File: config.mk
export PLATFORM = sky130hd
export DESIGN_NAME = fpr_partition_modes
export DESIGN_NICKNAME = d
export VERILOG_FILES = /design/src/core/fpr_pkg.sv /design/src/core/fpr_partition_modes.sv
export SDC_FILE = /design/constraint.sdc
export NUM_CORES = 1
export LEC_CHECK = 0
export BUFFER_PORTS_ARGS = -buffer_cell sky130_fd_sc_hd__buf_4
export CORE_AREA = 2 2 161 163
export DETAILED_ROUTE_END_ITERATION = 10
export DIE_AREA = 0 0 163 165
export PLACE_DENSITY = 0.65
export SLEW_MARGIN = 20
export SYNTH_ARGS = -nofsm -noshare
export SYNTH_HDL_FRONTEND = slang
export SYNTH_SLANG_ARGS = --single-unit
export TNS_END_PERCENT = 1
File: constraint.sdc
create_clock -name clk -period 13.1 [get_ports clk]
set_input_delay 0 -clock clk [delete_from_list [all_inputs] [get_ports clk]]
set_output_delay 0 -clock clk [all_outputs]
set_load 0.02 [all_outputs]
File: src/core/fpr_pkg.sv
// Constants, types and carriers for the partition read-mode command interpreter
`default_nettype none
package fpr_pkg;
  localparam int NPART = 8;
  localparam int PART_BITS = 3;
  localparam int WADDR_BITS = 21;
  localparam int POFF_BITS = 18;
  localparam int BLK_OFF_BITS = 15;
  localparam int BYTE_LSB = 2;
  localparam int AXI_AW = 32;
  localparam int AXI_DW = 32;
  localparam int PROT_WORDS = 8;

  localparam logic [7:0] CMD_READ_ARRAY = 8'hff;
  localparam logic [7:0] CMD_READ_ID = 8'h90;
  localparam logic [7:0] CMD_READ_QUERY = 8'h98;
  localparam logic [7:0] CMD_READ_STATUS = 8'h70;
  localparam logic [7:0] CMD_CLEAR_STATUS = 8'h50;
  localparam logic [7:0] CMD_ERASE_SETUP = 8'h20;
  localparam logic [7:0] CMD_PROG_SETUP = 8'h40;
  localparam logic [7:0] CMD_PROG_SETUP_ALT = 8'h10;
  localparam logic [7:0] CMD_EFP_SETUP = 8'h30;
  localparam logic [7:0] CMD_SUSPEND = 8'hb0;
  localparam logic [7:0] CMD_CONFIRM = 8'hd0;
  localparam logic [7:0] CMD_LOCK_SETUP = 8'h60;
  localparam logic [7:0] CMD_PROT_SETUP = 8'hc0;
  localparam logic [7:0] CMD_LOCK = 8'h01;
  localparam logic [7:0] CMD_LOCKDOWN = 8'h2f;
  localparam logic [7:0] CMD_SET_CFG = 8'h03;

  localparam logic [17:0] ID_MFR_OFF = 18'h00000;
  localparam logic [17:0] ID_DEV_OFF = 18'h00001;
  localparam logic [14:0] ID_LOCK_OFF = 15'h0002;
  localparam logic [17:0] ID_CFG_OFF = 18'h00005;
  localparam logic [17:0] ID_PLOCK_OFF = 18'h00080;
  localparam logic [17:0] ID_PREG_FIRST = 18'h00081;
  localparam logic [17:0] ID_PREG_LAST = 18'h00088;
  localparam logic [17:0] PROT_LOCK_WADDR = 18'h00080;

  localparam logic [17:0] QRY_Q_OFF = 18'h00010;
  localparam logic [17:0] QRY_R_OFF = 18'h00011;
  localparam logic [17:0] QRY_Y_OFF = 18'h00012;
  localparam logic [7:0] QRY_Q = 8'h51;
  localparam logic [7:0] QRY_R = 8'h52;
  localparam logic [7:0] QRY_Y = 8'h59;

  localparam int SR_READY = 7;
  localparam int SR_ERASE_ERR = 5;
  localparam int SR_PROG_ERR = 4;
  localparam logic [15:0] INVALID_DATA = 16'hffff;
  localparam logic [15:0] CFG_RESET = 16'h0000;
  localparam logic [1:0] RESP_OKAY = 2'h0;
  localparam logic [1:0] RESP_SLVERR = 2'h2;

  typedef enum logic [1:0] {MODE_ARRAY, MODE_STATUS, MODE_IDENT, MODE_QUERY} fpr_mode_e;
  typedef enum logic [1:0] {RD_IDLE, RD_FETCH, RD_RESP} fpr_rd_e;

  typedef struct packed {
    logic [7:0] code;
    logic [WADDR_BITS-1:0] addr;
    logic [15:0] data;
  } fpr_op_s;
endpackage : fpr_pkg
`default_nettype wire

File: src/core/fpr_partition_modes.sv
// Command decoder and per-partition read-mode selection behind an AXI4-Lite window
//
// Chosen here: the register addresses and the AXI4-Lite interface to the registers.
`default_nettype none
module fpr_partition_modes
  import fpr_pkg::*;
#(
  parameter logic [15:0] MFR_CODE = 16'h00a5, // Arbitrary value
  parameter logic [15:0] DEV_CODE = 16'h5a01  // Arbitrary value
) (
  input wire logic clk,
  input wire logic rstn,
  input wire logic [AXI_AW-1:0] s_axi_awaddr,
  input wire logic [2:0] s_axi_awprot,
  input wire logic s_axi_awvalid,
  output logic s_axi_awready,
  input wire logic [AXI_DW-1:0] s_axi_wdata,
  input wire logic [3:0] s_axi_wstrb,
  input wire logic s_axi_wvalid,
  output logic s_axi_wready,
  output logic [1:0] s_axi_bresp,
  output logic s_axi_bvalid,
  input wire logic s_axi_bready,
  input wire logic [AXI_AW-1:0] s_axi_araddr,
  input wire logic [2:0] s_axi_arprot,
  input wire logic s_axi_arvalid,
  output logic s_axi_arready,
  output logic [AXI_DW-1:0] s_axi_rdata,
  output logic [1:0] s_axi_rresp,
  output logic s_axi_rvalid,
  input wire logic s_axi_rready,
  output logic [WADDR_BITS-1:0] array_raddr,
  input wire logic [15:0] array_rdata,
  input wire logic [1:0] block_lock_state,
  input wire logic [NPART-1:0] part_busy,
  input wire logic wsm_suspended,
  input wire logic [3:0] wsm_flags,
  input wire logic [15:0] prot_lock_data,
  input wire logic [16*PROT_WORDS-1:0] prot_reg_data,
  output fpr_op_s wsm_op,
  output logic wsm_op_valid,
  output logic [15:0] config_code
);
  logic rst_s1_reg;
  logic rst_n_s;
  always_ff @(posedge clk or negedge rstn) begin
    if (!rstn) begin
      rst_s1_reg <= 1'b0;
      rst_n_s <= 1'b0;
    end else begin
      rst_s1_reg <= 1'b1;
      rst_n_s <= rst_s1_reg;
    end
  end

  // Write channel capture; address and data may arrive in either order
  logic aw_have_reg, w_have_reg;
  logic [AXI_AW-1:0] aw_addr_reg;
  logic [15:0] w_data_reg;
  logic wr_go, wr_ok;
  logic [WADDR_BITS-1:0] wr_waddr;
  logic [PART_BITS-1:0] wr_part;
  assign wr_go = aw_have_reg && w_have_reg && !s_axi_bvalid;
  assign wr_ok = (aw_addr_reg[AXI_AW-1:WADDR_BITS+BYTE_LSB] == '0);
  assign wr_waddr = aw_addr_reg[WADDR_BITS+BYTE_LSB-1:BYTE_LSB];
  assign wr_part = wr_waddr[WADDR_BITS-1:POFF_BITS];

  always_ff @(posedge clk or negedge rst_n_s) begin
    if (!rst_n_s) begin
      aw_have_reg <= 1'b0;
      w_have_reg <= 1'b0;
      aw_addr_reg <= '0;
      w_data_reg <= '0;
      s_axi_awready <= 1'b0;
      s_axi_wready <= 1'b0;
      s_axi_bvalid <= 1'b0;
      s_axi_bresp <= RESP_OKAY;
    end else begin
      if (s_axi_awvalid && s_axi_awready) begin
        aw_have_reg <= 1'b1;
        aw_addr_reg <= s_axi_awaddr;
        s_axi_awready <= 1'b0;
      end else if (!aw_have_reg) begin
        s_axi_awready <= 1'b1;
      end
      if (s_axi_wvalid && s_axi_wready) begin
        w_have_reg <= 1'b1;
        w_data_reg <= s_axi_wdata[15:0];
        s_axi_wready <= 1'b0;
      end else if (!w_have_reg) begin
        s_axi_wready <= 1'b1;
      end
      if (wr_go) begin
        aw_have_reg <= 1'b0;
        w_have_reg <= 1'b0;
        s_axi_bvalid <= 1'b1;
        s_axi_bresp <= wr_ok ? RESP_OKAY : RESP_SLVERR;
      end else if (s_axi_bvalid && s_axi_bready) begin
        s_axi_bvalid <= 1'b0;
      end
    end
  end

  // Command decode
  logic pend_reg;
  logic [7:0] pend_code_reg;
  logic [PART_BITS-1:0] pend_part_reg;
  logic [7:0] wr_cmd;
  logic confirm_ok, mode_chg, pend_set, pend_clr, seq_err, clr_err, op_fire, cfg_wr;
  logic [7:0] op_code;
  fpr_mode_e mode_new;
  always_comb begin
    wr_cmd = w_data_reg[7:0];
    confirm_ok = 1'b0;
    mode_chg = 1'b0;
    mode_new = MODE_ARRAY;
    pend_set = 1'b0;
    pend_clr = 1'b0;
    seq_err = 1'b0;
    clr_err = 1'b0;
    op_fire = 1'b0;
    op_code = wr_cmd;
    cfg_wr = 1'b0;
    case (pend_code_reg)
      CMD_ERASE_SETUP, CMD_EFP_SETUP: confirm_ok = (wr_cmd == CMD_CONFIRM);
      CMD_LOCK_SETUP: confirm_ok = (wr_cmd == CMD_LOCK) || (wr_cmd == CMD_CONFIRM) ||
                                   (wr_cmd == CMD_LOCKDOWN) || (wr_cmd == CMD_SET_CFG);
      default: confirm_ok = 1'b1;
    endcase
    if (wr_go && wr_ok) begin
      if (pend_reg) begin
        pend_clr = 1'b1;
        if (confirm_ok) begin
          op_fire = 1'b1;
          op_code = pend_code_reg;
          if (pend_code_reg == CMD_LOCK_SETUP && wr_cmd == CMD_SET_CFG) begin
            cfg_wr = 1'b1;
            mode_chg = 1'b1;
            mode_new = MODE_ARRAY;
          end
        end else begin
          seq_err = 1'b1;
        end
      end else begin
        case (wr_cmd)
          CMD_READ_ARRAY: begin
            mode_chg = 1'b1;
            mode_new = MODE_ARRAY;
          end
          CMD_READ_ID: begin
            mode_chg = 1'b1;
            mode_new = MODE_IDENT;
          end
          CMD_READ_QUERY: begin
            mode_chg = 1'b1;
            mode_new = MODE_QUERY;
          end
          CMD_READ_STATUS: begin
            mode_chg = 1'b1;
            mode_new = MODE_STATUS;
          end
          CMD_CLEAR_STATUS: clr_err = 1'b1;
          CMD_SUSPEND, CMD_CONFIRM: op_fire = 1'b1;
          CMD_ERASE_SETUP, CMD_PROG_SETUP, CMD_PROG_SETUP_ALT, CMD_EFP_SETUP, CMD_LOCK_SETUP,
          CMD_PROT_SETUP: begin
            pend_set = 1'b1;
            mode_chg = 1'b1;
            mode_new = MODE_STATUS;
          end
          default: mode_chg = 1'b0;
        endcase
      end
    end
  end

  always_ff @(posedge clk or negedge rst_n_s) begin
    if (!rst_n_s) begin
      pend_reg <= 1'b0;
      pend_code_reg <= '0;
      pend_part_reg <= '0;
    end else if (pend_set) begin
      pend_reg <= 1'b1;
      pend_code_reg <= wr_cmd;
      pend_part_reg <= wr_part;
    end else if (pend_clr) begin
      pend_reg <= 1'b0;
    end
  end

  always_ff @(posedge clk or negedge rst_n_s) begin
    if (!rst_n_s) begin
      wsm_op <= '0;
      wsm_op_valid <= 1'b0;
      config_code <= CFG_RESET;
    end else begin
      wsm_op_valid <= op_fire;
      if (op_fire) begin
        wsm_op <= '{code: op_code, addr: wr_waddr, data: w_data_reg};
      end
      if (cfg_wr) begin
        config_code <= wr_waddr[15:0];
      end
    end
  end

  // Per-partition read mode and sequence-error flags; set wins over clear
  fpr_mode_e mode_reg [NPART];
  logic [NPART-1:0] err_reg;
  for (genvar p = 0; p < NPART; p++) begin : g_part
    always_ff @(posedge clk or negedge rst_n_s) begin
      if (!rst_n_s) begin
        mode_reg[p] <= MODE_ARRAY;
        err_reg[p] <= 1'b0;
      end else begin
        if (mode_chg && wr_part == PART_BITS'(p)) begin
          mode_reg[p] <= mode_new;
        end
        if (seq_err && pend_part_reg == PART_BITS'(p)) begin
          err_reg[p] <= 1'b1;
        end else if (clr_err) begin
          err_reg[p] <= 1'b0;
        end
      end
    end
    property p_keep_other;
      @(posedge clk) disable iff (!rst_n_s) (wr_go && wr_part != PART_BITS'(p)) |=> $stable(mode_reg[p]);
    endproperty
    a_keep_other: assert property (p_keep_other) else $error("Command disturbed another partition");
    property p_reset_array;
      @(posedge clk) $rose(rst_n_s) |-> (mode_reg[p] == MODE_ARRAY && !err_reg[p]);
    endproperty
    a_reset_array: assert property (p_reset_array) else $error("Partition not in array mode after reset");
  end

  // Read path; suspended operations count as idle for array reads
  fpr_rd_e rd_state_reg;
  logic [WADDR_BITS-1:0] rd_waddr_reg;
  logic rd_ok_reg;
  fpr_mode_e rd_mode_reg;
  logic [NPART-1:0] busy_eff;
  logic [PART_BITS-1:0] rd_part;
  logic [POFF_BITS-1:0] rd_poff;
  logic [7:0] sr_byte;
  logic [15:0] rd_word;
  logic [7:0] prot_idx;
  assign busy_eff = part_busy & ~{NPART{wsm_suspended}};
  assign rd_part = rd_waddr_reg[WADDR_BITS-1:POFF_BITS];
  assign rd_poff = rd_waddr_reg[POFF_BITS-1:0];

  function automatic logic [7:0] query_byte(input logic [POFF_BITS-1:0] off);
    case (off)
      QRY_Q_OFF: query_byte = QRY_Q;
      QRY_R_OFF: query_byte = QRY_R;
      QRY_Y_OFF: query_byte = QRY_Y;
      default: query_byte = 8'h00;
    endcase
  endfunction : query_byte

  always_comb begin
    prot_idx = 8'(rd_poff[7:0] - ID_PREG_FIRST[7:0]);
    sr_byte = {1'b0, wsm_flags[3], err_reg[rd_part], err_reg[rd_part], wsm_flags[2:0], 1'b0};
    sr_byte[SR_READY] = ~|busy_eff || err_reg[rd_part];
    sr_byte[0] = |busy_eff && !busy_eff[rd_part];
    case (mode_reg[rd_part])
      MODE_ARRAY: rd_word = busy_eff[rd_part] ? INVALID_DATA : array_rdata;
      MODE_STATUS: rd_word = {8'h00, sr_byte};
      MODE_QUERY: rd_word = {8'h00, query_byte(rd_poff)};
      MODE_IDENT: begin
        if (rd_poff == ID_MFR_OFF) begin
          rd_word = MFR_CODE;
        end else if (rd_poff == ID_DEV_OFF) begin
          rd_word = DEV_CODE;
        end else if (rd_waddr_reg[BLK_OFF_BITS-1:0] == ID_LOCK_OFF) begin
          rd_word = {14'h0000, block_lock_state};
        end else if (rd_poff == ID_CFG_OFF) begin
          rd_word = config_code;
        end else if (rd_poff == ID_PLOCK_OFF) begin
          rd_word = prot_lock_data;
        end else if (rd_poff >= ID_PREG_FIRST && rd_poff <= ID_PREG_LAST) begin
          rd_word = prot_reg_data[16*prot_idx[2:0] +: 16];
        end else begin
          rd_word = 16'h0000;
        end
      end
      default: rd_word = 16'h0000;
    endcase
  end

  // One beat per address; status mode never bursts since every read is single
  always_ff @(posedge clk or negedge rst_n_s) begin
    if (!rst_n_s) begin
      rd_state_reg <= RD_IDLE;
      rd_waddr_reg <= '0;
      rd_ok_reg <= 1'b0;
      rd_mode_reg <= MODE_ARRAY;
      array_raddr <= '0;
      s_axi_arready <= 1'b0;
      s_axi_rvalid <= 1'b0;
      s_axi_rdata <= '0;
      s_axi_rresp <= RESP_OKAY;
    end else begin
      case (rd_state_reg)
        RD_IDLE: begin
          s_axi_arready <= 1'b1;
          if (s_axi_arvalid && s_axi_arready) begin
            s_axi_arready <= 1'b0;
            rd_waddr_reg <= s_axi_araddr[WADDR_BITS+BYTE_LSB-1:BYTE_LSB];
            array_raddr <= s_axi_araddr[WADDR_BITS+BYTE_LSB-1:BYTE_LSB];
            rd_ok_reg <= (s_axi_araddr[AXI_AW-1:WADDR_BITS+BYTE_LSB] == '0);
            rd_state_reg <= RD_FETCH;
          end
        end
        RD_FETCH: begin
          s_axi_rvalid <= 1'b1;
          s_axi_rdata <= rd_ok_reg ? {16'h0000, rd_word} : '0;
          s_axi_rresp <= rd_ok_reg ? RESP_OKAY : RESP_SLVERR;
          rd_mode_reg <= mode_reg[rd_part];
          rd_state_reg <= RD_RESP;
        end
        RD_RESP: begin
          if (s_axi_rready) begin
            s_axi_rvalid <= 1'b0;
            s_axi_arready <= 1'b1;
            rd_state_reg <= RD_IDLE;
          end
        end
        default: rd_state_reg <= RD_IDLE;
      endcase
    end
  end

  property p_setup_status;
    @(posedge clk) disable iff (!rst_n_s) pend_set |=> (mode_reg[$past(wr_part)] == MODE_STATUS) && pend_reg;
  endproperty
  a_setup_status: assert property (p_setup_status) else $error("Setup write did not select status mode");
  property p_seq_err;
    @(posedge clk) disable iff (!rst_n_s)
      (wr_go && wr_ok && pend_reg && !confirm_ok) |=> err_reg[$past(pend_part_reg)] && !pend_reg;
  endproperty
  a_seq_err: assert property (p_seq_err) else $error("Foreign write not flagged");
  property p_read_array;
    @(posedge clk) disable iff (!rst_n_s)
      (wr_go && wr_ok && !pend_reg && wr_cmd == CMD_READ_ARRAY) |=> mode_reg[$past(wr_part)] == MODE_ARRAY;
  endproperty
  a_read_array: assert property (p_read_array) else $error("Read-array command ignored");
  property p_read_id;
    @(posedge clk) disable iff (!rst_n_s)
      (wr_go && wr_ok && !pend_reg && wr_cmd == CMD_READ_ID) |=> mode_reg[$past(wr_part)] == MODE_IDENT;
  endproperty
  a_read_id: assert property (p_read_id) else $error("Identifier command ignored");
  property p_query_busy;
    @(posedge clk) disable iff (!rst_n_s)
      (wr_go && wr_ok && !pend_reg && wr_cmd == CMD_READ_QUERY && busy_eff[wr_part]) |=>
      mode_reg[$past(wr_part)] == MODE_QUERY;
  endproperty
  a_query_busy: assert property (p_query_busy) else $error("Query command did not hold");
  property p_status_upper;
    @(posedge clk) disable iff (!rst_n_s)
      $rose(s_axi_rvalid) && (rd_mode_reg == MODE_STATUS || rd_mode_reg == MODE_QUERY) |-> s_axi_rdata[31:8] == '0;
  endproperty
  a_status_upper: assert property (p_status_upper) else $error("Upper status or query byte not zero");
  property p_err_ready;
    @(posedge clk) disable iff (!rst_n_s)
      $rose(s_axi_rvalid) && rd_mode_reg == MODE_STATUS && err_reg[rd_part] && rd_ok_reg |->
      s_axi_rdata[SR_READY] && s_axi_rdata[SR_ERASE_ERR] && s_axi_rdata[SR_PROG_ERR];
  endproperty
  a_err_ready: assert property (p_err_ready) else $error("Sequence error bits incomplete");
  property p_id_mfr;
    @(posedge clk) disable iff (!rst_n_s)
      (rd_state_reg == RD_FETCH && rd_ok_reg && mode_reg[rd_part] == MODE_IDENT && rd_poff == ID_MFR_OFF) |=>
      s_axi_rvalid ##0 s_axi_rdata[15:0] == MFR_CODE;
  endproperty
  a_id_mfr: assert property (p_id_mfr) else $error("Manufacturer code wrong");
endmodule : fpr_partition_modes
`default_nettype wire

After elaboration in Yosys (flattened, before gate mapping)
Index checks and enable logic that the tools add are counted.
{"block": "op_classes", "n_addsub": 1, "mul": 0, "div": 0, "magnitude_cmp": 4, "n_eq_ne": 49, "shifts": 1, "muxes": 77, "n_bitwise": 3, "n_reduce_logical": 64}
{"operator": "$mux W16", "n": 8}
{"operator": "$shiftx A128 B8 Y16", "n": 1}
{"operator": "$pmux W16 S4", "n": 1}
{"operator": "$eq A18 B5 Y1 const B", "n": 3}
{"operator": "$eq A8 B8 Y1 const B", "n": 6}
{"operator": "$mux W1", "n": 48}
{"operator": "$eq A8 B6 Y1 const B", "n": 5}
{"operator": "$eq A8 B7 Y1 const B", "n": 5}
{"operator": "$reduce_bool A2 Y1", "n": 14}
{"operator": "$logic_and A1 B1 Y1", "n": 26}
{"operator": "$eq A3 B3 Y1 const B", "n": 8}
{"operator": "$mux W8", "n": 3}
{"operator": "$pmux W7 S3", "n": 1}
{"operator": "$eq A18 B1 Y1 const B", "n": 1}
{"operator": "$eq A18 B3 Y1 const B", "n": 1}
{"operator": "$eq A18 B8 Y1 const B", "n": 1}
{"operator": "$ge A18 B8 Y1 const B", "n": 1}
{"operator": "$le A18 B8 Y1 const B", "n": 1}
{"operator": "$logic_not A18 Y1", "n": 1}
{"operator": "$logic_not A9 Y1", "n": 2}
{"operator": "$mux W2", "n": 8}
{"operator": "$eq A15 B2 Y1 const B", "n": 1}
{"operator": "$eq A3 B2 Y1 const B", "n": 4}
{"operator": "$pmux W2 S3", "n": 2}
{"operator": "27 further kinds", "n": 47}
{"block": "totals", "ff_bits": 215, "latchBits": 0, "mem_bits_rw": 0, "romBits": 0, "inputBits": 288, "output_inout_bits": 124, "elab_cells": 240, "memories": 0}

Logic depth before layout (Yosys ltp)
Gate-level depths: netlist (run 1).
{"block": "logic_depth", "ltp_word": 10, "ltp_mapped": 12, "mapped_depth_nobuf": 8}

Worst setup path after synthesis (run 1)
OpenSTA, ideal clock, no wires.
{"block": "synth_path", "path_type": "register -> register", "startpoint": "reg rd_waddr_reg[0]", "endpoint": "reg s_axi_rdata[10]", "setup_ps": 130, "arrival_time_ps": 3361, "required_ps": 12970, "setup_slack_ps": 9609, "stages_incl_launch_ff": 12, "path_buffers": 5, "synth_period_minus_slack_ps": 3491, "path_cell_list": "dfrtp_1 -> buf_2 -> buf_2 -> buf_4 -> inv_1 -> ha_1 -> clkbuf_1 -> clkbuf_1 -> mux4_2 -> mux2_2 -> a222oi_1 -> o21ai_0"}
{"block": "synth_via", "elab_chain_cells": 10, "word_cells_on_any_way": 18, "classes_between": "add/sub: 1; order compare: 2; eq/ne: 4; shift: 1; mux: 8; reduce/logical: 2"}
{"element": "start, declared", "line": "fpr_partition_modes.sv:237", "rtl": "logic [WADDR_BITS-1:0] rd_waddr_reg;"}
{"element": "start signal, assigned", "line": "fpr_partition_modes.sv:307", "rtl": "rd_waddr_reg <= s_axi_araddr[WADDR_BITS+BYTE_LSB-1:BYTE_LSB];"}
{"element": "$sub A3 B1 Y3, or another cell as far along", "line": "fpr_partition_modes.sv:260", "rtl": "prot_idx = 8'(rd_poff[7:0] - ID_PREG_FIRST[7:0]);"}
{"element": "$shiftx A128 B8 Y16 / $logic_and A1 B1 Y1 (equally long branches)", "line": "fpr_partition_modes.sv:280, fpr_partition_modes.sv:279"}
{"element": "$mux W16", "line": "fpr_partition_modes.sv:279", "rtl": "end else if (rd_poff >= ID_PREG_FIRST && rd_poff <= ID_PREG_LAST) begin"}
{"element": "$mux W16", "line": "fpr_partition_modes.sv:277", "rtl": "end else if (rd_poff == ID_PLOCK_OFF) begin"}
{"element": "$mux W16", "line": "fpr_partition_modes.sv:275", "rtl": "end else if (rd_poff == ID_CFG_OFF) begin"}
{"element": "$mux W16", "line": "fpr_partition_modes.sv:273", "rtl": "end else if (rd_waddr_reg[BLK_OFF_BITS-1:0] == ID_LOCK_OFF) begin"}
{"element": "$mux W16", "line": "fpr_partition_modes.sv:271", "rtl": "end else if (rd_poff == ID_DEV_OFF) begin"}
{"element": "$mux W16 (*)", "line": "fpr_partition_modes.sv:269", "rtl": "if (rd_poff == ID_MFR_OFF) begin"}
{"element": "$pmux W16 S4 (*)", "line": "fpr_partition_modes.sv:264", "rtl": "case (mode_reg[rd_part])"}
{"element": "$mux W16 (*)", "line": "fpr_partition_modes.sv:315", "rtl": "s_axi_rdata <= rd_ok_reg ? {16'h0000, rd_word} : '0;"}
{"element": "end signal, assigned", "line": "fpr_partition_modes.sv:315"}
{"element": "end, declared", "line": "fpr_partition_modes.sv:28", "rtl": "output logic [AXI_DW-1:0] s_axi_rdata,"}
Every way passes the cells marked *; elsewhere a longest branch is shown, timed or not.
A chain may end at the register's enable or synchronous reset.

Final worst setup path (run 1)
{"block": "layout_path", "startpoint": "reg rd_waddr_reg[20]", "endpoint": "reg s_axi_rdata[7]"}
{"block": "layout_via", "elab_chain_cells": 7, "word_cells_on_any_way": 16, "classes_between": "eq/ne: 3; mux: 10; bitwise: 1; reduce/logical: 2"}
{"element": "$not A3 Y4"}
{"element": "$bmux W2 S3"}
{"element": "$mux W2 (2 in series)"}
{"element": "$eq A2 B2 Y1, or another cell as far along", "line": "fpr_partition_modes.sv:264"}
{"element": "$pmux W16 S4 (*)", "line": "fpr_partition_modes.sv:264"}
{"element": "$mux W16 (*)", "line": "fpr_partition_modes.sv:315"}
Every way passes the cells marked *; elsewhere a longest branch is shown, timed or not. The select of a mux whose other input is x is not followed.

==> run metrics, run 1 <==
P per Cell Area=163.9 nW/µm²; largest net degree at the start of global routing=72; CTS tree=built; hold_buf cts=99; leakage power total=0.007005 µW; worst path arrival time=3830 ps; vias in the first global route=9083; via count=8912; clock latency on the worst-skew pair=440 ps; Max stage delay on crit path=930 ps; crit-path max FO=23; Final min period=3512 ps; number of synthesized flops with an enable pin=0; H-tree level count=4; worst-margin pin slew=1079 ps; ANT nets after route=0; Final Hold Fails=0; register share of total power=0.369; YS warnings=0; switching power=919.0 µW; GRT overflow=0; Synth top area share=0.4729; Pre-antenna DRT Iters=6; Setup violations, final=0; Sw Ratio=0.3770; Initial Utilization=0.4121; initial antenna violation count=6; Worst-path clk slew=80 ps; RSZ-0062 raised after global routing=no; Area growth, synth to finish=44.17%; routed wire length=36660 µm; max-slew violations=0; Seq/Total Area, Yosys=0.4729; Int Pwr=1519 µW; Cell Chain, Critical Path=mux2_2 -> or3_1 -> nand4_1 -> nand2_1 -> o21ai_0 -> o211ai_1 -> dlygate4sd3_1; Cells after DPL=1503; number of gates resized after CTS=0; Synth top cells by count=dfrtp_1, mux2_2, nor2_1, nand2_1, mux4_2; max reg flops=45; drt initial violations=529; die width=163 µm; Post-synth ARST share=1.000; vias per cell=5.434; final core occ=0.5942; max-cap violation count=0; I/O pins=412; Logic pwr share=0.412; Num Clock Sinks=195; Synth area leaders=dfrtp_1, mux2_2, mux4_2; Mapped Cells=844; worst hold path class=in -> reg; critical path's slowest cell=dfrtp_1; crit start category=flop; total chip power=2438 µW; most frequent cell after synthesis=dfrtp_1; Total GRT Usage=0.2690; Max Fclk=284.8 MHz; Netlist Area Pre-Place=10320 µm²; TritonCTS buffer count=17; DR WL/cell=22.35 µm; predominant post-synthesis flop cell=dfrtp_1; CP Data Required Time=13420 ps; root buffer cell=clkbuf_16; Worst Hold Slack=7.140 ps; DRC=0; nets=1583; site row count=58; PortBufs=363; post-route insts no fill=1640; full die area=26900 µm²; Synth Register Bits=195; Die Ht=165 µm; Final Cycle Share=0.2681; outcome=finished clean; layout cells sized above 1=0.4686; TNS Setup=0 ps; core outline area=25040 µm²; CP Class=reg -> reg; Final GP Congestion=0.8921; Clk pwr share=0.219; DP HPWL=28190 µm; Slew HR=0.2810; final setup skew=18.50 ps; peak supply drop=95.61 µV; first-pass GRT wire length=53980 µm; most area-hungry cell type in the Yosys netlist=dfrtp_1; Distinct cells, synth=75; Syn Area/Cell=12.23 µm²; setup bufs post-CTS=0; Worst Setup End Kind=flop; clk buf depth=2
[final timing paths]
path	start	endpoint	slack, ps	cells after the start
min in group asynchronous	rstn	rst_n_s	420	3
max in group asynchronous	rst_n_s	mode_reg[12]	11160	1
setup reg to reg	rd_waddr_reg[20]	s_axi_rdata[7]	9590	7
hold reg to reg	rst_s1_reg	rst_n_s	350	0
setup / recovery	rd_waddr_reg[20]	s_axi_rdata[7]	9590	7
hold / removal	prot_lock_data[12]	s_axi_rdata[12]	7	3
[routing by layer]
layer,vias up,global-route usage,share of wire
met5,-,0,0.00025
met4,2,0.1183,0.036
met1,4442,0.3319,0.39
li1,4055,-,-
met2,344,0.4449,0.49
met3,69,0.07258,0.076
[area by class of cell]
cell class / count / area (µm²)
antenna: 6 / 15.01
fill: 2126 / 10160
clock inverter: 14 / 163.9
tap: 330 / 412.9
timing repair buffer: 472 / 3791
inverter: 25 / 93.84
multi-input combinational: 580 / 5086
sequential: 195 / 4885
clock buffer: 18 / 429.2
[placed cells by master, fill, tap and decap left out, types with 5 or more instances in the layout]
master / instances
diode_2: 6
nor2b_1: 7
nor3_2: 5
dfrtp_1: 193
nor2_1: 46
mux2_1: 16
a21oi_1: 12
nand4_1: 12
mux2i_1: 14
nor3_1: 20
buf_4: 373
o31a_1: 7
a221o_1: 5
inv_1: 25
or2_2: 7
o21ai_0: 32
o211ai_1: 5
a32oi_1: 5
nor4_1: 10
clkbuf_16: 17
mux2_2: 141
a32o_1: 7
nand2b_1: 6
or4_1: 5
dlygate4sd3_1: 99
nand3_1: 13
and2_1: 6
a221oi_1: 6
conb_1: 19
mux4_2: 38
nand2_1: 44
[kinds of logic after synthesis]
kind of cell	count (synthesis)	synth area share
adder cells (fa/ha/maj)	4	0.004850
AO/OA/AOI/OAI	132	0.09519
flip-flops	195	0.4729
other	2	0.0007278
AND/OR/NAND/NOR	214	0.1146
XOR/XNOR	2	0.001698
buffers and inverters	86	0.04220
multiplexers	209	0.2679
[metrics by stage]
stage                     instance area [µm²]  setup WS (ps)
after floorplan                         10380           7264
after global placement                  13280           9771
after detailed placement                13280           9790
after CTS                               14860           9614
after global routing                    14870           9469
final                                   14880           9588
[power by group through the flow]
stage | sequential, µW | clock [µW] | combinational (µW)
4_1_cts | 898 | 546 | 1010
2_1_floorplan | 874 | 0 | 692
3_5_place_dp | 911 | 0 | 978
5_1_grt | 926 | 572 | 1080
3_3_place_gp | 907 | 0 | 972
6_report | 900 | 533 | 1000
[critical path: cells and delay by family, from the launching register on]
| kind | cells | cell delay (ps) |
|---|---|---|
| AOI/OAI and AO/OA | 2 | 520 |
| muxes | 1 | 410 |
| DFF | 1 | 930 |
| and+or+nand+nor | 3 | 940 |
| buffers and inverters | 1 | 580 |
Note: power is estimated with default switching activity, not from simulation.
==> run 2: changes to the inputs <==
- ABC_AREA: unset -> 1
- CORE_AREA: 2 2 161 163 -> 2 2 159 161
- DIE_AREA: 0 0 163 165 -> 0 0 161 163
- PLACE_DENSITY: 0.65 -> 0.69
- clock period: 13.1 -> 3.3 ns (I/O delays scaled with it)
==> run metrics, run 2 <==
site row count=58 (unchanged); Max Fclk=330.4 MHz (+16%); Pre-antenna DRT Iters=7 (+1); highest metal used=met4; max-cap violation count=0 (unchanged); I/O pins=412 (unchanged); Slew HR=0.4108 (+0.1299); Die Ht=163 µm (-1.2%); switching power=5437 µW (+490%); P per Cell Area=772.6 nW/µm² (+370%); ANT nets after route=0 (unchanged); clk buf depth=2 (unchanged); max-slew violations=0 (unchanged); Synth area leaders=dfrtp_1, nand2_1, o21ai_0; clock latency on the worst-skew pair=440 ps (about the same); DP HPWL=28510 µm (+1.1%); vias in the first global route=11190 (+23%); wire length on met2=18590 µm (+2.5%); Cells after DPL=2106 (+40%); Reg2Reg Depth=14 (+7); Num Clock Sinks=195 (unchanged); Logic pwr share=0.515 (+0.103); routed wl met3=2276 µm (-18%); outcome=finished clean; GRT overflow=0 (unchanged); worst path arrival time=3360 ps (-470 ps); Netlist Area Pre-Place=10730 µm² (+4.0%); peak supply drop=453.3 µV (+370%); core outline area=24670 µm² (-1.4%); Mapped Cells=1456 (+73%); Final min period=3027 ps (-485.0 ps); nets=2188 (+38%); Area growth, synth to finish=41.88%; register share of total power=0.313 (-0.056); DR WL/cell=16.86 µm (-25%); initial antenna violation count=6 (unchanged); Final Cycle Share=0.9171 (+0.6491); die width=161 µm (-1.2%); leakage power total=0.007800 µW (+11%); WHS Endpoint=s_axi_rdata[3]; Final Hold Fails=0 (unchanged); crit-path max FO=23 (unchanged); TritonCTS buffer count=17 (unchanged); CP Class=reg -> reg; Synth Register Bits=195 (unchanged); DRC=0 (unchanged); worst hold path class=in -> reg; first-pass GRT wire length=59220 µm (+9.7%); most area-hungry cell type in the Yosys netlist=dfrtp_1; Distinct cells, synth=43 (-43%); Sw Ratio=0.4624 (+0.08538); full die area=26240 µm² (-2.4%); Worst Setup End Kind=flop; via count=11310 (+27%); PortBufs=363 (unchanged); Syn Area/Cell=7.367 µm² (-40%); r2r setup slk=270 ps (-9310 ps); design area=15220 µm² (+2.3%); most frequent cell after synthesis=nand2_1; Total GRT Usage=0.2876 (+0.01860); Initial Utilization=0.4347 (+0.02259); Worst Hold Path Cells=7 (+4); DP Area=13640 µm² (+2.7%); Clk pwr share=0.172 (-0.047); CP Data Required Time=3640 ps (-9780 ps); Worst Hold Slack=36.35 ps (+29.21 ps); root buffer cell=clkbuf_16; Hold Crit Start=prot_lock_data[3]; most common library cell in the layout ignoring fill and taps=nand2_1; Seq/Total Area, Yosys=0.4549 (-0.01798); metal1 wirelength=15490 µm (+7.6%); Crit Reg-Reg Endpoint=s_axi_rdata[1]; Final GP Congestion=0.9415 (+5.5%); vias per cell=5.037 (-7.3%); crit start category=flop; Synth top area share=0.4549 (-0.01798); CTS tree=built; YS warnings=0 (unchanged); largest net degree at the start of global routing=65 (-9.7%); r2r startpoint=rd_waddr_reg[0]; post-route insts no fill=2245 (+37%); predominant post-synthesis flop cell=dfrtp_1; number of synthesized flops with an enable pin=0 (unchanged); Setup violations, final=0 (unchanged); H-tree level count=4 (unchanged); drt initial violations=787 (+49%); Int Pwr=6321 µW (+320%); routed wire length=37860 µm (+3.3%); max reg flops=45 (unchanged); Worst-path clk slew=80 ps (about the same); TNS Setup=0 ps (unchanged); most frequent cells in the layout=nand2_1, buf_4, dfrtp_1; Synth top cells by count=nand2_1, dfrtp_1, nor2_1, o21ai_0, inv_1; worst-margin pin slew=882.8 ps (-195.8 ps); layout cells sized above 1=0.2609 (-0.2077); Post-synth ARST share=1.000 (unchanged); RSZ-0062 raised after global routing=no; final setup skew=14.84 ps (-3.666 ps)
run 2: cell types whose count changed in the layout (fill, tap and decap cells not counted), moves of 38 or more:
cell,delta
o21ai_0,+147
mux4_2,-38
nand2_1,+387
mux2_2,-141
inv_1,+77
nor2_1,+135
nand3_1,+66
run 2: metrics by stage:
stage | util | total power [µW] | setup slack [ps]
3_3_place_gp | 0.5529 | 9388 | 702.1
6_report | 0.6168 | 11760 | 273.5
4_1_cts | 0.6141 | 11620 | 133.2
2_1_floorplan | - | 7482 | 85.60
5_1_grt | 0.6168 | 12680 | 59.98
3_5_place_dp | 0.5529 | 9467 | 614.7
run 2: power groups by stage:
stage | clock network (µW) | registers (µW) | logic, µW
final | 2020 | 3680 | 6060
after global routing | 2160 | 3780 | 6740
after CTS | 2060 | 3670 | 5890
after detailed placement | 0 | 3700 | 5770
after global placement | 0 | 3690 | 5700
after floorplan | 0 | 4030 | 3450
run 2: per-layer routing:
metal	vias to the layer above	global-route usage
li1	5557	-
met1	5283	0.3466
met2	390	0.4980
met3	77	0.05933
met4	0	0.1299
met5	-	0
run 2: cell type report:
class                      count  area [µm²]
fill                        2224        9455
multi-input combinational   1079        5001
sequential                   195        4888
timing repair buffer         482        3881
inverter                     120       454.2
clock buffer                  19       432.9
tap                          330       412.9
clock inverter                13       127.6
antenna                        6       15.01
timing repair inverter         1       5.005
run 2: cells by family after synthesis:
group / Yosys count / synth area share
simple gates: 782 / 0.3065
other cells: 2 / 0.0007001
xor+xnor: 1 / 0.001517
compound gates: 273 / 0.1463
flops: 195 / 0.4549
buf+inv: 199 / 0.08539
fa+ha+maj: 4 / 0.004666
run 2: worst max-delay path, cell delays in order (launching register included):
cell           delay (ps)
dfrtp_4               600
inv_2                 130
ha_1                  220
xnor2_2               120
buf_4                 280
clkinvlp_4            260
a21oi_1               210
nor3_1                 70
nand2_1                70
nand4_1                80
nand2_1                90
nand2_1               110
nand2_1                80
dlygate4sd3_1         550
nand2_1                50
run 2: worst max path at each step:
| stage | from | endpoint | slack [ps] | cells past startpoint |
|---|---|---|---|---|
| after global routing | rd_waddr_reg[17] | s_axi_rdata[1] | 60 | 13 |
| after detailed placement | rd_waddr_reg[0] | s_axi_rdata[4] | 610 | 12 |
| after global placement | rd_waddr_reg[0] | s_axi_rdata[4] | 700 | 12 |
| final | rd_waddr_reg[0] | s_axi_rdata[1] | 270 | 14 |
| after floorplan | rst_n_s | aw_addr_reg[10] | 90 | 0 |
| after CTS | rd_waddr_reg[0] | s_axi_rdata[1] | 130 | 14 |
run 2: what timing repair did:
item                       4_1_cts  5_1_grt
setup endpoints to repair        0        2
buffers inserted                 0        5
hold buffers                    95        0
hold endpoints to repair        91        0
gates resized for setup          0        3
==> run 3: changes to the inputs <==
- ABC_AREA: 1 -> unset
- CORE_AREA: 2 2 159 161 -> 2 2 162 164
- DIE_AREA: 0 0 161 163 -> 0 0 164 166
- PLACE_DENSITY: 0.69 -> 0.65
- RECOVER_POWER: unset -> 100
==> run metrics, run 3 (synthesis gave the netlist of run 1 again) <==
Cells after DPL=1518 (-28%); crit start category=flop; Num Clock Sinks=195 (unchanged); DR WL/cell=22.83 µm (+35%); routed wire length=37700 µm (-0.41%); vias per cell=5.513 (+9.5%); PortBufs=363 (unchanged); Setup violations, final=0 (unchanged); core outline area=25620 µm² (+3.8%); failing checks=max-capacitance violations, max-slew violations; Worst Setup End Kind=flop; filler cell count=2278 (+2.4%); via count=9102 (-20%); GRT overflow=0 (unchanged); nets=1592 (-27%); worst path arrival time=3470 ps (+110 ps); leakage power total=0.006670 µW (-14%); Total GRT Usage=0.2773 (-0.01035); Slew HR=-0.5151 (-0.9259); critical path's slowest cell=dfrtp_4; RSZ-0062 raised after global routing=yes; Final GP Congestion=0.8954 (-4.9%); max-cap violation count=1 (+1); total chip power=9781 µW (-17%); Worst Hold Slack=38.27 ps (+1.925 ps); CP Class=reg -> reg; drt initial violations=596 (-24%); DRC=0 (unchanged); layout cells sized above 1=0.3998 (+0.1390); Initial Utilization=0.4028 (-0.03191); largest net degree at the start of global routing=57 (-12%); most frequent cells in the layout=buf_4, dfrtp_1, mux2_2; multi-input logic area=5094 µm² (+1.9%); P per Cell Area=668.1 nW/µm² (-14%); Final Cycle Share=0.9563 (+0.03914); peak supply drop=509.7 µV (+12%); Buffers & Inverters on Critical Path=3 (-1); sequential cell area=4883 µm² (-0.10%); TritonCTS buffer count=17 (unchanged); die width=164 µm (+1.9%); Top Family by Delay on Critical Path=buffers and inverters; full die area=27220 µm² (+3.7%); DP HPWL=29290 µm (+2.7%); H-tree level count=4 (unchanged); clock latency on the worst-skew pair=450 ps (about the same); Max stage delay on crit path=580 ps (-20 ps); Worst-path clk slew=80 ps (about the same); first-pass GRT wire length=56860 µm (-4.0%); worst-margin pin slew=2273 ps (+1390 ps); Cell Chain, Critical Path=inv_1 -> ha_1 -> xor2_2 -> buf_4 -> mux2_2 -> a222oi_1 -> o21ai_0 -> dlygate4sd3_1; clk buf depth=2 (unchanged); most common library cell in the layout ignoring fill and taps=buf_4; CP Data Required Time=3620 ps (-20 ps); post-route insts no fill=1651 (-26%); max reg flops=45 (unchanged); initial antenna violation count=3 (-3); Final Hold Fails=0 (unchanged); worst hold path class=in -> reg; Pre-antenna DRT Iters=8 (+1); max-slew violations=51 (+51); Final min period=3156 ps (+129.2 ps); crit-path max FO=12 (-48%); outcome=complete, but fails checks; CTS tree=built; final setup skew=27.15 ps (+12.32 ps); site row count=59 (+1.7%); ANT nets after route=0 (unchanged); Die Ht=166 µm (+1.8%); final core occ=0.5715 (-0.04530); Area growth, synth to finish=41.87% (about the same); vias in the first global route=9446 (-16%); root buffer cell=clkbuf_16; Max Fclk=316.9 MHz (-4.1%); I/O pins=412 (unchanged)
-- run 3: power by group --
group | switching (µW) | internal, µW
clock network | 1050 | 1100
logic | 2000 | 2050
registers | 706 | 2880
-- run 3: area by class of cell --
type	count	area share
Antenna cell	3	0.0005128
Clock buffer	17	0.02906
Clock inverter	15	0.01274
Inverter	25	0.006410
Multi-Input combinational cell	580	0.3479
Sequential cell	195	0.3336
Tap cell	335	0.02863
Timing Repair Buffer	481	0.2411
-- run 3: timing repair --
item                                    in CTS  in global routing
resized for setup                            0                  5
endpoints found under the setup margin       0                  7
buffers inserted                             0                  0
hold buffers                                98                  0
endpoints found under the hold margin       93                  0
-- run 3: worst paths after layout --
| kind | from | endpoint | slack, ps | cells after the start |
|---|---|---|---|---|
| min | prot_lock_data[12] | s_axi_rdata[12] | 40 | 3 |
| min in group asynchronous | rstn | rst_n_s | 420 | 3 |
| min reg2reg | rst_s1_reg | rst_n_s | 360 | 0 |
| max | rd_waddr_reg[0] | s_axi_rdata[8] | 140 | 8 |
| max in group asynchronous | rst_n_s | aw_addr_reg[2] | 820 | 1 |
| max reg2reg | rd_waddr_reg[0] | s_axi_rdata[8] | 140 | 8 |
-- run 3: routing by layer --
layer	vias up	global-route usage	part of all wire
li1	4077	-	-
met1	4613	0.3502	0.41
met2	347	0.4728	0.50
met3	65	0.05120	0.059
met4	0	0.1026	0.035
met5	-	0	0
-- run 3: tightest hold or removal path, stage by stage --
cell and delay [ps]:
buf_4 80, a221oi_1 100, o31ai_1 240
-- run 3: stage by stage --
step	cell area, µm²	setup TNS (ps)	worst slack, ps
after detailed placement	13390	0	339.7
after global routing	14640	-37.81	-24.27
after global placement	13390	0	422.2
after floorplan	10380	-1770	-191.3
final	14640	0	144.3
after CTS	14980	0	33.10
